===== src/verilog/pcs_regs.svh =====
// Purpose: constants for the program counter and return stack unit
// Assumes: included by bare name wherever a figure is needed
// Notes: widths, reset values and address figures live only here
`ifndef PCS_REGS_SVH
`define PCS_REGS_SVH

// widths
`define PCS_PC_W 13
`define PCS_BYTE_W 8
`define PCS_TGT_W 11
`define PCS_PAGE_MSB 4
`define PCS_PAGE_LSB 3
`define PCS_UPPER_MSB 4
`define PCS_STACK_DEPTH 8

// reset and fixed addresses
`define PCS_RESET_PC 13'h0000
`define PCS_IRQ_VECTOR 13'h0004
`define PCS_PC_INC 13'h0001
`define PCS_LATCH_RESET 8'h00

`endif


===== src/verilog/pcs_pkg.sv =====
// Purpose: shared types for the program counter and return stack unit
// Assumes: pcs_regs.svh holds every figure
// Notes: operation codes come from the instruction decoder
`include "pcs_regs.svh"

package pcs_pkg;

	// full program address
	typedef logic [`PCS_PC_W-1:0] pcs_addr_t;

	// how the current instruction ends, as told by the decoder
	typedef enum logic [3:0] {
		PCS_OP_NONE = 4'h0,
		PCS_OP_STEP = 4'h1,
		PCS_OP_GOTO = 4'h2,
		PCS_OP_CALL = 4'h3,
		PCS_OP_RETURN = 4'h4,
		PCS_OP_RET_LIT = 4'h5,
		PCS_OP_RET_IRQ = 4'h6,
		PCS_OP_WRITE_LOW = 4'h7,
		PCS_OP_IRQ_VECTOR = 4'h8,
		PCS_OP_SLEEP = 4'h9
	} pcs_op_e;

	// run, sleep, and the one-instruction wait before an interrupt vector
	typedef enum logic [1:0] {
		PCS_RUN = 2'h0,
		PCS_SLEEP = 2'h1,
		PCS_WAKE_VEC = 2'h2
	} pcs_state_e;

endpackage


===== src/verilog/pcs_fetch_unit.sv =====
// Purpose: program counter, high latch and return stack of the 8-bit core
// Assumes: decoder gives one operation per cycle; wake pulses only while asleep
// Notes: one clock; every reset source is merged onto i_rst_b beforehand
`include "pcs_regs.svh"

module pcs_fetch_unit (
	// clock and reset
	input wire logic i_sys_clk,
	input wire logic i_rst_b,
	// decoder operation
	input wire pcs_pkg::pcs_op_e i_op,
	input wire logic [`PCS_TGT_W-1:0] i_target,
	input wire logic [`PCS_BYTE_W-1:0] i_low_data,
	// high latch write from the register file
	input wire logic i_latch_we,
	input wire logic [`PCS_BYTE_W-1:0] i_latch_data,
	// sleep and wake-up
	input wire logic i_wake_wdt,
	input wire logic i_wake_irq,
	input wire logic i_global_irq_enable,
	// fetch address and readable state
	output pcs_pkg::pcs_addr_t o_pc,
	output logic [`PCS_BYTE_W-1:0] o_counter_low_byte_reg,
	output logic [`PCS_BYTE_W-1:0] o_counter_high_latch,
	output logic o_asleep
);

	pcs_pkg::pcs_addr_t pc;
	pcs_pkg::pcs_addr_t next_pc;
	pcs_pkg::pcs_state_e state;
	pcs_pkg::pcs_state_e next_state;
	logic [`PCS_BYTE_W-1:0] counter_high_latch;
	logic asleep;
	logic next_asleep;

	// stack and address helpers
	pcs_pkg::pcs_addr_t stack_top;
	pcs_pkg::pcs_addr_t mux_next_pc;
	pcs_pkg::pcs_addr_t mux_return_addr;
	pcs_pkg::pcs_addr_t push_data;
	logic mux_push;
	logic mux_pop;
	logic push;
	logic pop;
	logic wake;
	logic op_done;

	assign wake = i_wake_wdt | i_wake_irq;
	assign op_done = (i_op != pcs_pkg::PCS_OP_NONE);

	// next address for a running core
	pcs_next_addr u_next_addr (
		.i_op(i_op),
		.i_pc(pc),
		.i_high_latch(counter_high_latch),
		.i_stack_top(stack_top),
		.i_target(i_target),
		.i_low_data(i_low_data),
		.o_next_pc(mux_next_pc),
		.o_push(mux_push),
		.o_pop(mux_pop),
		.o_return_addr(mux_return_addr)
	);

	// eight deep circular return stack
	pcs_return_stack #(
		.DEPTH(`PCS_STACK_DEPTH)
	) u_stack (
		.i_sys_clk(i_sys_clk),
		.i_rst_b(i_rst_b),
		.i_push(push),
		.i_pop(pop),
		.i_push_data(push_data),
		.o_top(stack_top)
	);

	// sequencing across run, sleep and the deferred interrupt vector
	always_comb begin
		next_state = state;
		next_pc = pc;
		push = 1'b0;
		pop = 1'b0;
		push_data = mux_return_addr;
		unique case (state)
			pcs_pkg::PCS_RUN: begin
				next_pc = mux_next_pc;
				push = mux_push;
				pop = mux_pop;
				if (i_op == pcs_pkg::PCS_OP_SLEEP) begin
					next_state = pcs_pkg::PCS_SLEEP;
				end
			end
			pcs_pkg::PCS_SLEEP: begin
				// decoder operations are ignored while asleep
				if (wake) begin
					next_pc = pc + `PCS_PC_INC;
					if (i_wake_irq && i_global_irq_enable) begin
						next_state = pcs_pkg::PCS_WAKE_VEC;
					end else begin
						next_state = pcs_pkg::PCS_RUN;
					end
				end
			end
			pcs_pkg::PCS_WAKE_VEC: begin
				// first instruction after wake runs, then the vector wins;
				// its own stack action is dropped so only one push happens
				if (op_done) begin
					next_pc = `PCS_IRQ_VECTOR;
					push = 1'b1;
					push_data = mux_next_pc;
					next_state = pcs_pkg::PCS_RUN;
				end
			end
			default: begin
				next_state = pcs_pkg::PCS_RUN;
			end
		endcase
	end

	assign next_asleep = (next_state == pcs_pkg::PCS_SLEEP);

	// program counter; any reset starts at address zero
	always_ff @(posedge i_sys_clk or negedge i_rst_b) begin
		if (!i_rst_b) begin
			pc <= `PCS_RESET_PC;
		end else begin
			pc <= next_pc;
		end
	end

	// sequencing state
	always_ff @(posedge i_sys_clk or negedge i_rst_b) begin
		if (!i_rst_b) begin
			state <= pcs_pkg::PCS_RUN;
			asleep <= 1'b0;
		end else begin
			state <= next_state;
			asleep <= next_asleep;
		end
	end

	// high latch changes only on its own write, never on stack traffic
	always_ff @(posedge i_sys_clk or negedge i_rst_b) begin
		if (!i_rst_b) begin
			counter_high_latch <= `PCS_LATCH_RESET;
		end else if (i_latch_we) begin
			counter_high_latch <= i_latch_data;
		end
	end

	// outputs straight from the flops; upper counter bits leave only through o_pc
	assign o_pc = pc;
	assign o_counter_low_byte_reg = pc[`PCS_BYTE_W-1:0];
	assign o_counter_high_latch = counter_high_latch;
	assign o_asleep = asleep;

	// a write to the low byte takes the upper bits from the latch
	a_low_write_load: assert property (@(posedge i_sys_clk) disable iff (!i_rst_b)
		(state == pcs_pkg::PCS_RUN) && (i_op == pcs_pkg::PCS_OP_WRITE_LOW)
		|=> o_pc == {$past(counter_high_latch[`PCS_UPPER_MSB:0]), $past(i_low_data)})
		else $error("low byte write did not load latch bits into counter");

	// goto stays within the page chosen by the latch
	a_goto_page_select: assert property (@(posedge i_sys_clk) disable iff (!i_rst_b)
		(state == pcs_pkg::PCS_RUN) && (i_op == pcs_pkg::PCS_OP_GOTO)
		|=> o_pc == {$past(counter_high_latch[`PCS_PAGE_MSB:`PCS_PAGE_LSB]), $past(i_target)})
		else $error("goto target page is wrong");

	// call followed at once by return resumes after the call
	a_call_return_pair: assert property (@(posedge i_sys_clk) disable iff (!i_rst_b)
		(state == pcs_pkg::PCS_RUN) && (i_op == pcs_pkg::PCS_OP_CALL)
		##1 (state == pcs_pkg::PCS_RUN) && (i_op == pcs_pkg::PCS_OP_RETURN)
		|=> o_pc == pcs_pkg::pcs_addr_t'($past(o_pc, 2) + `PCS_PC_INC))
		else $error("return did not resume after the call");

	// every return flavour restores the whole counter from the stack
	a_return_restore: assert property (@(posedge i_sys_clk) disable iff (!i_rst_b)
		(state == pcs_pkg::PCS_RUN) && ((i_op == pcs_pkg::PCS_OP_RETURN)
		|| (i_op == pcs_pkg::PCS_OP_RET_LIT) || (i_op == pcs_pkg::PCS_OP_RET_IRQ))
		|=> o_pc == $past(stack_top))
		else $error("return did not restore the popped address");

	// stack traffic leaves the latch alone
	a_latch_kept_stack: assert property (@(posedge i_sys_clk) disable iff (!i_rst_b)
		(push || pop) && !i_latch_we |=> $stable(o_counter_high_latch))
		else $error("high latch changed on a push or pop");

	// asleep with no wake on two cycles running: counter holds on the next one
	a_sleep_hold_pc: assert property (@(posedge i_sys_clk) disable iff (!i_rst_b)
		(state == pcs_pkg::PCS_SLEEP) && !wake ##1 (state == pcs_pkg::PCS_SLEEP) && !wake
		|=> $stable(o_pc) && o_asleep)
		else $error("counter moved while asleep");

	// wake-up continues at counter plus one, never at zero
	a_wake_step: assert property (@(posedge i_sys_clk) disable iff (!i_rst_b)
		(state == pcs_pkg::PCS_SLEEP) && wake
		|=> o_pc == pcs_pkg::pcs_addr_t'($past(o_pc) + `PCS_PC_INC) && !o_asleep)
		else $error("wake-up did not resume at counter plus one");

	// interrupt wake with enable: one instruction, then the vector
	a_wake_vector: assert property (@(posedge i_sys_clk) disable iff (!i_rst_b)
		(state == pcs_pkg::PCS_SLEEP) && i_wake_irq && i_global_irq_enable
		##1 (i_op == pcs_pkg::PCS_OP_STEP)
		|=> o_pc == `PCS_IRQ_VECTOR ##1 o_pc == `PCS_IRQ_VECTOR || $changed(o_pc))
		else $error("interrupt wake-up did not vector after one instruction");

	// interrupt vectoring jumps to the vector and pushes
	a_irq_vector_push: assert property (@(posedge i_sys_clk) disable iff (!i_rst_b)
		(state == pcs_pkg::PCS_RUN) && (i_op == pcs_pkg::PCS_OP_IRQ_VECTOR)
		|-> push && (push_data == pcs_pkg::pcs_addr_t'(o_pc + `PCS_PC_INC))
		##1 o_pc == `PCS_IRQ_VECTOR)
		else $error("interrupt vectoring did not push and branch");

endmodule


===== src/verilog/pcs_next_addr.sv =====
// Purpose: next program address and stack request for one finished instruction
// Assumes: latch value is the registered one, writes to it land a cycle later
// Notes: purely combinational
`include "pcs_regs.svh"

module pcs_next_addr (
	// current state
	input wire pcs_pkg::pcs_op_e i_op,
	input wire pcs_pkg::pcs_addr_t i_pc,
	input wire logic [`PCS_BYTE_W-1:0] i_high_latch,
	input wire pcs_pkg::pcs_addr_t i_stack_top,
	// operands from the decoder
	input wire logic [`PCS_TGT_W-1:0] i_target,
	input wire logic [`PCS_BYTE_W-1:0] i_low_data,
	// results
	output pcs_pkg::pcs_addr_t o_next_pc,
	output logic o_push,
	output logic o_pop,
	output pcs_pkg::pcs_addr_t o_return_addr
);

	// return address is always the following instruction
	assign o_return_addr = i_pc + `PCS_PC_INC;

	// choose next address by how the instruction ends
	always_comb begin
		o_next_pc = i_pc;
		o_push = 1'b0;
		o_pop = 1'b0;
		unique case (i_op)
			pcs_pkg::PCS_OP_NONE,
			pcs_pkg::PCS_OP_SLEEP: begin
				o_next_pc = i_pc;
			end
			pcs_pkg::PCS_OP_STEP: begin
				o_next_pc = o_return_addr;
			end
			pcs_pkg::PCS_OP_GOTO: begin
				// page bits trusted as software left them
				o_next_pc = {i_high_latch[`PCS_PAGE_MSB:`PCS_PAGE_LSB], i_target};
			end
			pcs_pkg::PCS_OP_CALL: begin
				o_next_pc = {i_high_latch[`PCS_PAGE_MSB:`PCS_PAGE_LSB], i_target};
				o_push = 1'b1;
			end
			pcs_pkg::PCS_OP_RETURN,
			pcs_pkg::PCS_OP_RET_LIT,
			pcs_pkg::PCS_OP_RET_IRQ: begin
				o_next_pc = i_stack_top;
				o_pop = 1'b1;
			end
			pcs_pkg::PCS_OP_WRITE_LOW: begin
				// byte arrives already summed; no carry reaches upper bits
				o_next_pc = {i_high_latch[`PCS_UPPER_MSB:0], i_low_data};
			end
			pcs_pkg::PCS_OP_IRQ_VECTOR: begin
				o_next_pc = `PCS_IRQ_VECTOR;
				o_push = 1'b1;
			end
			default: begin
				o_next_pc = i_pc; // unused codes hold the counter
			end
		endcase
	end

endmodule


===== src/verilog/pcs_return_stack.sv =====
// Purpose: circular return address stack
// Assumes: push and pop are never asked together
// Notes: pointer wraps silently; nothing flags overflow or underflow
`include "pcs_regs.svh"

module pcs_return_stack #(
	parameter int DEPTH = `PCS_STACK_DEPTH,
	parameter int PTR_W = $clog2(DEPTH)
) (
	// clock and reset
	input wire logic i_sys_clk,
	input wire logic i_rst_b,
	// stack actions
	input wire logic i_push,
	input wire logic i_pop,
	input wire pcs_pkg::pcs_addr_t i_push_data,
	// newest entry
	output pcs_pkg::pcs_addr_t o_top
);

	pcs_pkg::pcs_addr_t mem [DEPTH];
	logic [PTR_W-1:0] ptr;

	// entries live outside program and data space
	always_ff @(posedge i_sys_clk or negedge i_rst_b) begin
		if (!i_rst_b) begin
			for (int i = 0; i < DEPTH; i++) begin
				mem[i] <= `PCS_RESET_PC;
			end
		end else if (i_push) begin
			mem[ptr] <= i_push_data;
		end
	end

	// hidden pointer; wraps so the ninth push lands on the first slot
	always_ff @(posedge i_sys_clk or negedge i_rst_b) begin
		if (!i_rst_b) begin
			ptr <= '0;
		end else if (i_push) begin
			ptr <= ptr + PTR_W'(1);
		end else if (i_pop) begin
			ptr <= ptr - PTR_W'(1);
		end
	end

	assign o_top = mem[ptr - PTR_W'(1)];

	a_push_then_top: assert property (@(posedge i_sys_clk) disable iff (!i_rst_b)
		i_push |=> o_top == $past(i_push_data))
		else $error("pushed address is not on top of stack");

endmodule

===== config.mk =====
export PLATFORM = sky130hd
export DESIGN_NAME = pcs_fetch_unit
export DESIGN_NICKNAME = d
export VERILOG_FILES = /design/src/verilog/pcs_pkg.sv /design/src/verilog/pcs_fetch_unit.sv /design/src/verilog/pcs_next_addr.sv /design/src/verilog/pcs_return_stack.sv
export VERILOG_INCLUDE_DIRS = /design/src /design/src/verilog
export SDC_FILE = /design/constraint.sdc
export NUM_CORES = 1
export LEC_CHECK = 0
export BUFFER_PORTS_ARGS = -buffer_cell sky130_fd_sc_hd__buf_2
export CAP_MARGIN = 25
export CORE_ASPECT_RATIO = 0.7
export CORE_MARGIN = 1.5
export CORE_UTILIZATION = 50
export DETAILED_ROUTE_END_ITERATION = 10
export PLACE_DENSITY_LB_ADDON = 0.2
export SETUP_SLACK_MARGIN = 0.4
export SLEW_MARGIN = 30
export SYNTH_ARGS = -nofsm -noshare
export SYNTH_HDL_FRONTEND = slang
export SYNTH_HIERARCHICAL = 1
export SYNTH_SLANG_ARGS = --single-unit
export TNS_END_PERCENT = 30

===== constraint.sdc =====
create_clock -name i_sys_clk -period 3 [get_ports i_sys_clk]
set_input_delay 0.15 -clock i_sys_clk [delete_from_list [all_inputs] [get_ports i_sys_clk]]
set_output_delay 0.15 -clock i_sys_clk [all_outputs]
set_load 0.02 [all_outputs]

==> key figures <==
Clock network
  • Skew-Pair Late Insertion Delay: 0.41 ns
  • Root Buffer Master: clkbuf_16
  • Clock sink count: 131
  • CTS tree: done
  • CTS clock-pin slew for the worst setup and hold paths: 0.06 ns
  • Num CTS Buffers: 17
  • Htree depth: 4
  • Maximum clock path buffer count: 2

Critical path
  • Capturing point of the worst reg2reg path: u_stack/mem[48]
  • Worst endpoint required time: 3.29 ns
  • Worst R2R Start: u_stack/ptr[1]
  • Crit-path cells: inv_2 -> ha_4 -> buf_6 -> mux2i_2 -> nand3_1 -> and4_1 -> a222oi_1 -> o211ai_1 -> mux2_4 -> mux2_2
  • Crit Path Class: register to register
  • Critical Path AT: 3.11 ns
  • Worst path slowest cell: dfrtp_1
  • Crit path launch type: register
  • R2R cell count: 10
  • CP Capture Type: register
  • CP max FO: 12
  • R2R Setup Slk: 0.18 ns
  • Slowest cell delay on critical path: 0.36 ns

Logic synthesis
  • Yosys warnings: 6
  • Number of synthesized flops with an enable pin: 0
  • Ys async rst share: 100%
  • Yosys cell types: 66
  • Post-synthesis cell count: 674
  • Net count after synthesis: 719
  • Synth Area per Inst: 11.2 um^2
  • Sequential area share after synthesis: 43.3%
  • FF+latch count, synth: 131
  • Ys flop type: dfrtp_1
  • Post-synthesis instance area: 7580 um^2

Pwr
  • Power Dens Cells: 1230 nW/um^2
  • LEAKAGE: 4.43 nW
  • Overall Power: 11.6 mW
  • Maximum vdd ir drop: 0.565 mV

Drt
  • Drt pass-1 iters: 6
  • DRC viols: 0
  • Routed wire length per instance: 22.3 um
  • Vias per cell: 6.26
  • Final wirelength: 21900 um
  • Routed Antenna Nets: 0
  • 1st-iter DRT viols: 553
  • Vias: 6149

Floorplanning
  • Number of placed I/O pins: 67
  • Core area: 14800 um^2
  • Die height: 106 um
  • Initial Util: 51.3%
  • Die Wd: 150 um
  • Num rows: 37
  • Die ar.: 15900 um^2

GRT
  • Largest net degree at the start of global routing: 88
  • First-pass GRT wire length: 34000 um
  • Vias in the first global route: 6107
  • Antenna violations before repair: 0
  • GRT Overall Usage: 28.0%
  • Remaining Overflow, GRT: 0

Timing
  • Setup violations, final: 0
  • RSZ-0062 raised after global routing: yes
  • Hold WS: 0.0260 ns
  • Final Cycle Share: 94.1%
  • Final worst slack: 0.176 ns
  • Worst slew pin tran: 0.887 ns
  • Worst clock skew: 0.0112 ns
  • Slew HR: 40.9%
  • Final-report max-slew violation count: 0
  • Final min period: 2.82 ns
  • Final Hold Fails: 0
  • Max Freq: 354 MHz

Layout
  • Share of layout cells above drive strength 1: 40.9%
  • Final nets: 820
  • Synthesis-to-layout area growth: 24.4%
  • Ant diodes: 0

Placed design
  • Post-DP HPWL: 13900 um
  • RePlAce Congestion: 0.953
  • Pre-CTS WS: -0.213 ns
  • Port bufs: 66

Worst hold path
  • Worst Hold Path Cells: 3
  • Hold path startpoint: i_global_irq_enable
  • Hold path endpoint: state[1]
  • Tightest Hold Check Type: primary input to register

Run
  • Number of max-cap violations: 0

Outcome
  • Status: finished, final reports clean
cells by family after synthesis:
logic type,share of synthesized area [%]
AO/OA/AOI/OAI,9.55
XOR/XNOR,2.05
adder cells (fa/ha/maj),1.32
buffers and inverters,5.12
flip-flops,43.3
multiplexers,25.5
AND/OR/NAND/NOR,13.2
area by class of cell:
| cell class | instances | area [um^2] |
|---|---|---|
| Clock inverter | 11 | 105 |
| Sequential cell | 131 | 3280 |
| Multi-Input combinational cell | 471 | 4140 |
| Timing Repair Buffer | 138 | 1130 |
| Fill cell | 1136 | 5340 |
| Clock buffer | 20 | 467 |
| Inverter | 16 | 60.1 |
| Tap cell | 195 | 244 |
worst max-delay path, delay by kind of cell (launching register included):
| family | cells | cell delay (ns) |
|---|---|---|
| and+or+nand+nor | 2 | 0.31 |
| AOI/OAI and AO/OA | 2 | 0.54 |
| adders and majority gates | 1 | 0.33 |
| buffers and inverters | 2 | 0.27 |
| DFF | 1 | 0.36 |
| muxes | 3 | 0.88 |
repair_timing:
| action | CTS | global route |
|---|---|---|
| hold buffers | 9 | 0 |
| pin swaps | 10 | 7 |
| cloned | 3 | 2 |
| setup endpoints to repair | 115 | 113 |
| endpoints found under the hold margin | 52 | 0 |
| gates resized for setup | 28 | 32 |
| buffers inserted | 10 | 7 |
synth_stat cells (6+ instances only):
cell / instances / area share [%]
a22oi_1: 7 / 0.69
mux2_4: 10 / 2.0
o21ai_0: 25 / 1.7
clkbuf_1: 8 / 0.40
xnor2_1: 11 / 1.3
nand2_1: 30 / 1.5
and3_1: 7 / 0.58
a21oi_1: 6 / 0.40
nor3_1: 9 / 0.59
nand4_1: 8 / 0.66
mux2_2: 109 / 16
ha_1: 8 / 1.3
and4_1: 17 / 2.0
dfrtp_1: 131 / 43
inv_1: 13 / 0.64
nor2_1: 11 / 0.55
a222oi_1: 6 / 0.79
buf_2: 28 / 1.8
mux2i_1: 52 / 6.9
a31oi_1: 7 / 0.58
a22o_1: 10 / 1.2
nand3_1: 67 / 4.4
buf_4: 14 / 1.4
how the worst max path moves through the flow:
stage / startpoint / end / slack [ns]
global route: u_stack/ptr[1] / u_stack/mem[38] / 0.08
detailed placement: u_stack/ptr[1] / u_stack/mem[22] / -0.21
CTS: u_stack/ptr[1] / u_stack/mem[38] / 0.19
global placement: u_stack/ptr[1] / u_stack/mem[61] / -0.14
finish: u_stack/ptr[1] / u_stack/mem[48] / 0.18
floorplan: u_stack/ptr[0] / u_stack/mem[103] / 0.09
state kept, by name, summed over array words and instances, names as in the netlist:
register and cells:
o_counter_high_latch 8, state 2, u_stack/ptr 3, o_asleep 1
o_pc 13, u_stack/mem 104
stage by stage:
stage	instances	util (%)	cell area, um^2	setup TNS [ns]
floorplan	674	-	7670	0
finish	982	63.8	9420	0
global route	982	63.8	9420	0
detailed placement	920	56.0	8260	-10.33
global placement	920	56.0	8260	-4.74
CTS	973	62.3	9200	0
power breakdown:
part / internal (mW) / switching, mW
Combinational: 3.31 / 3.36
Clock: 1.20 / 0.795
Sequential: 2.45 / 0.463
layer usage:
layer  up-vias  GRT usage (%)  wire length (um)  part of all wire (%)
li1       2717              -                 -                     -
met5         -              0                 0                     0
met4         0           8.19               223                   1.0
met3        20           6.18              1880                   8.6
met1      3108           42.0             10200                    47
met2       304           40.2              9590                    44
placed cells by master (no fill, tap or decap), types with 8 or more instances in the layout:
cell type	instances
dfrtp_1	131
mux2_2	90
buf_2	65
nand3_1	64
mux2i_1	48
buf_4	41
mux2_4	32
nand2_1	30
o21ai_0	23
clkbuf_16	19
and4_1	13
inv_1	12
nor2_1	11
xnor2_1	11
a22o_1	10
buf_6	10
dlygate4sd3_1	9
nand4_1	8
buf_12	8
Power figures use the tool's default switching activity.
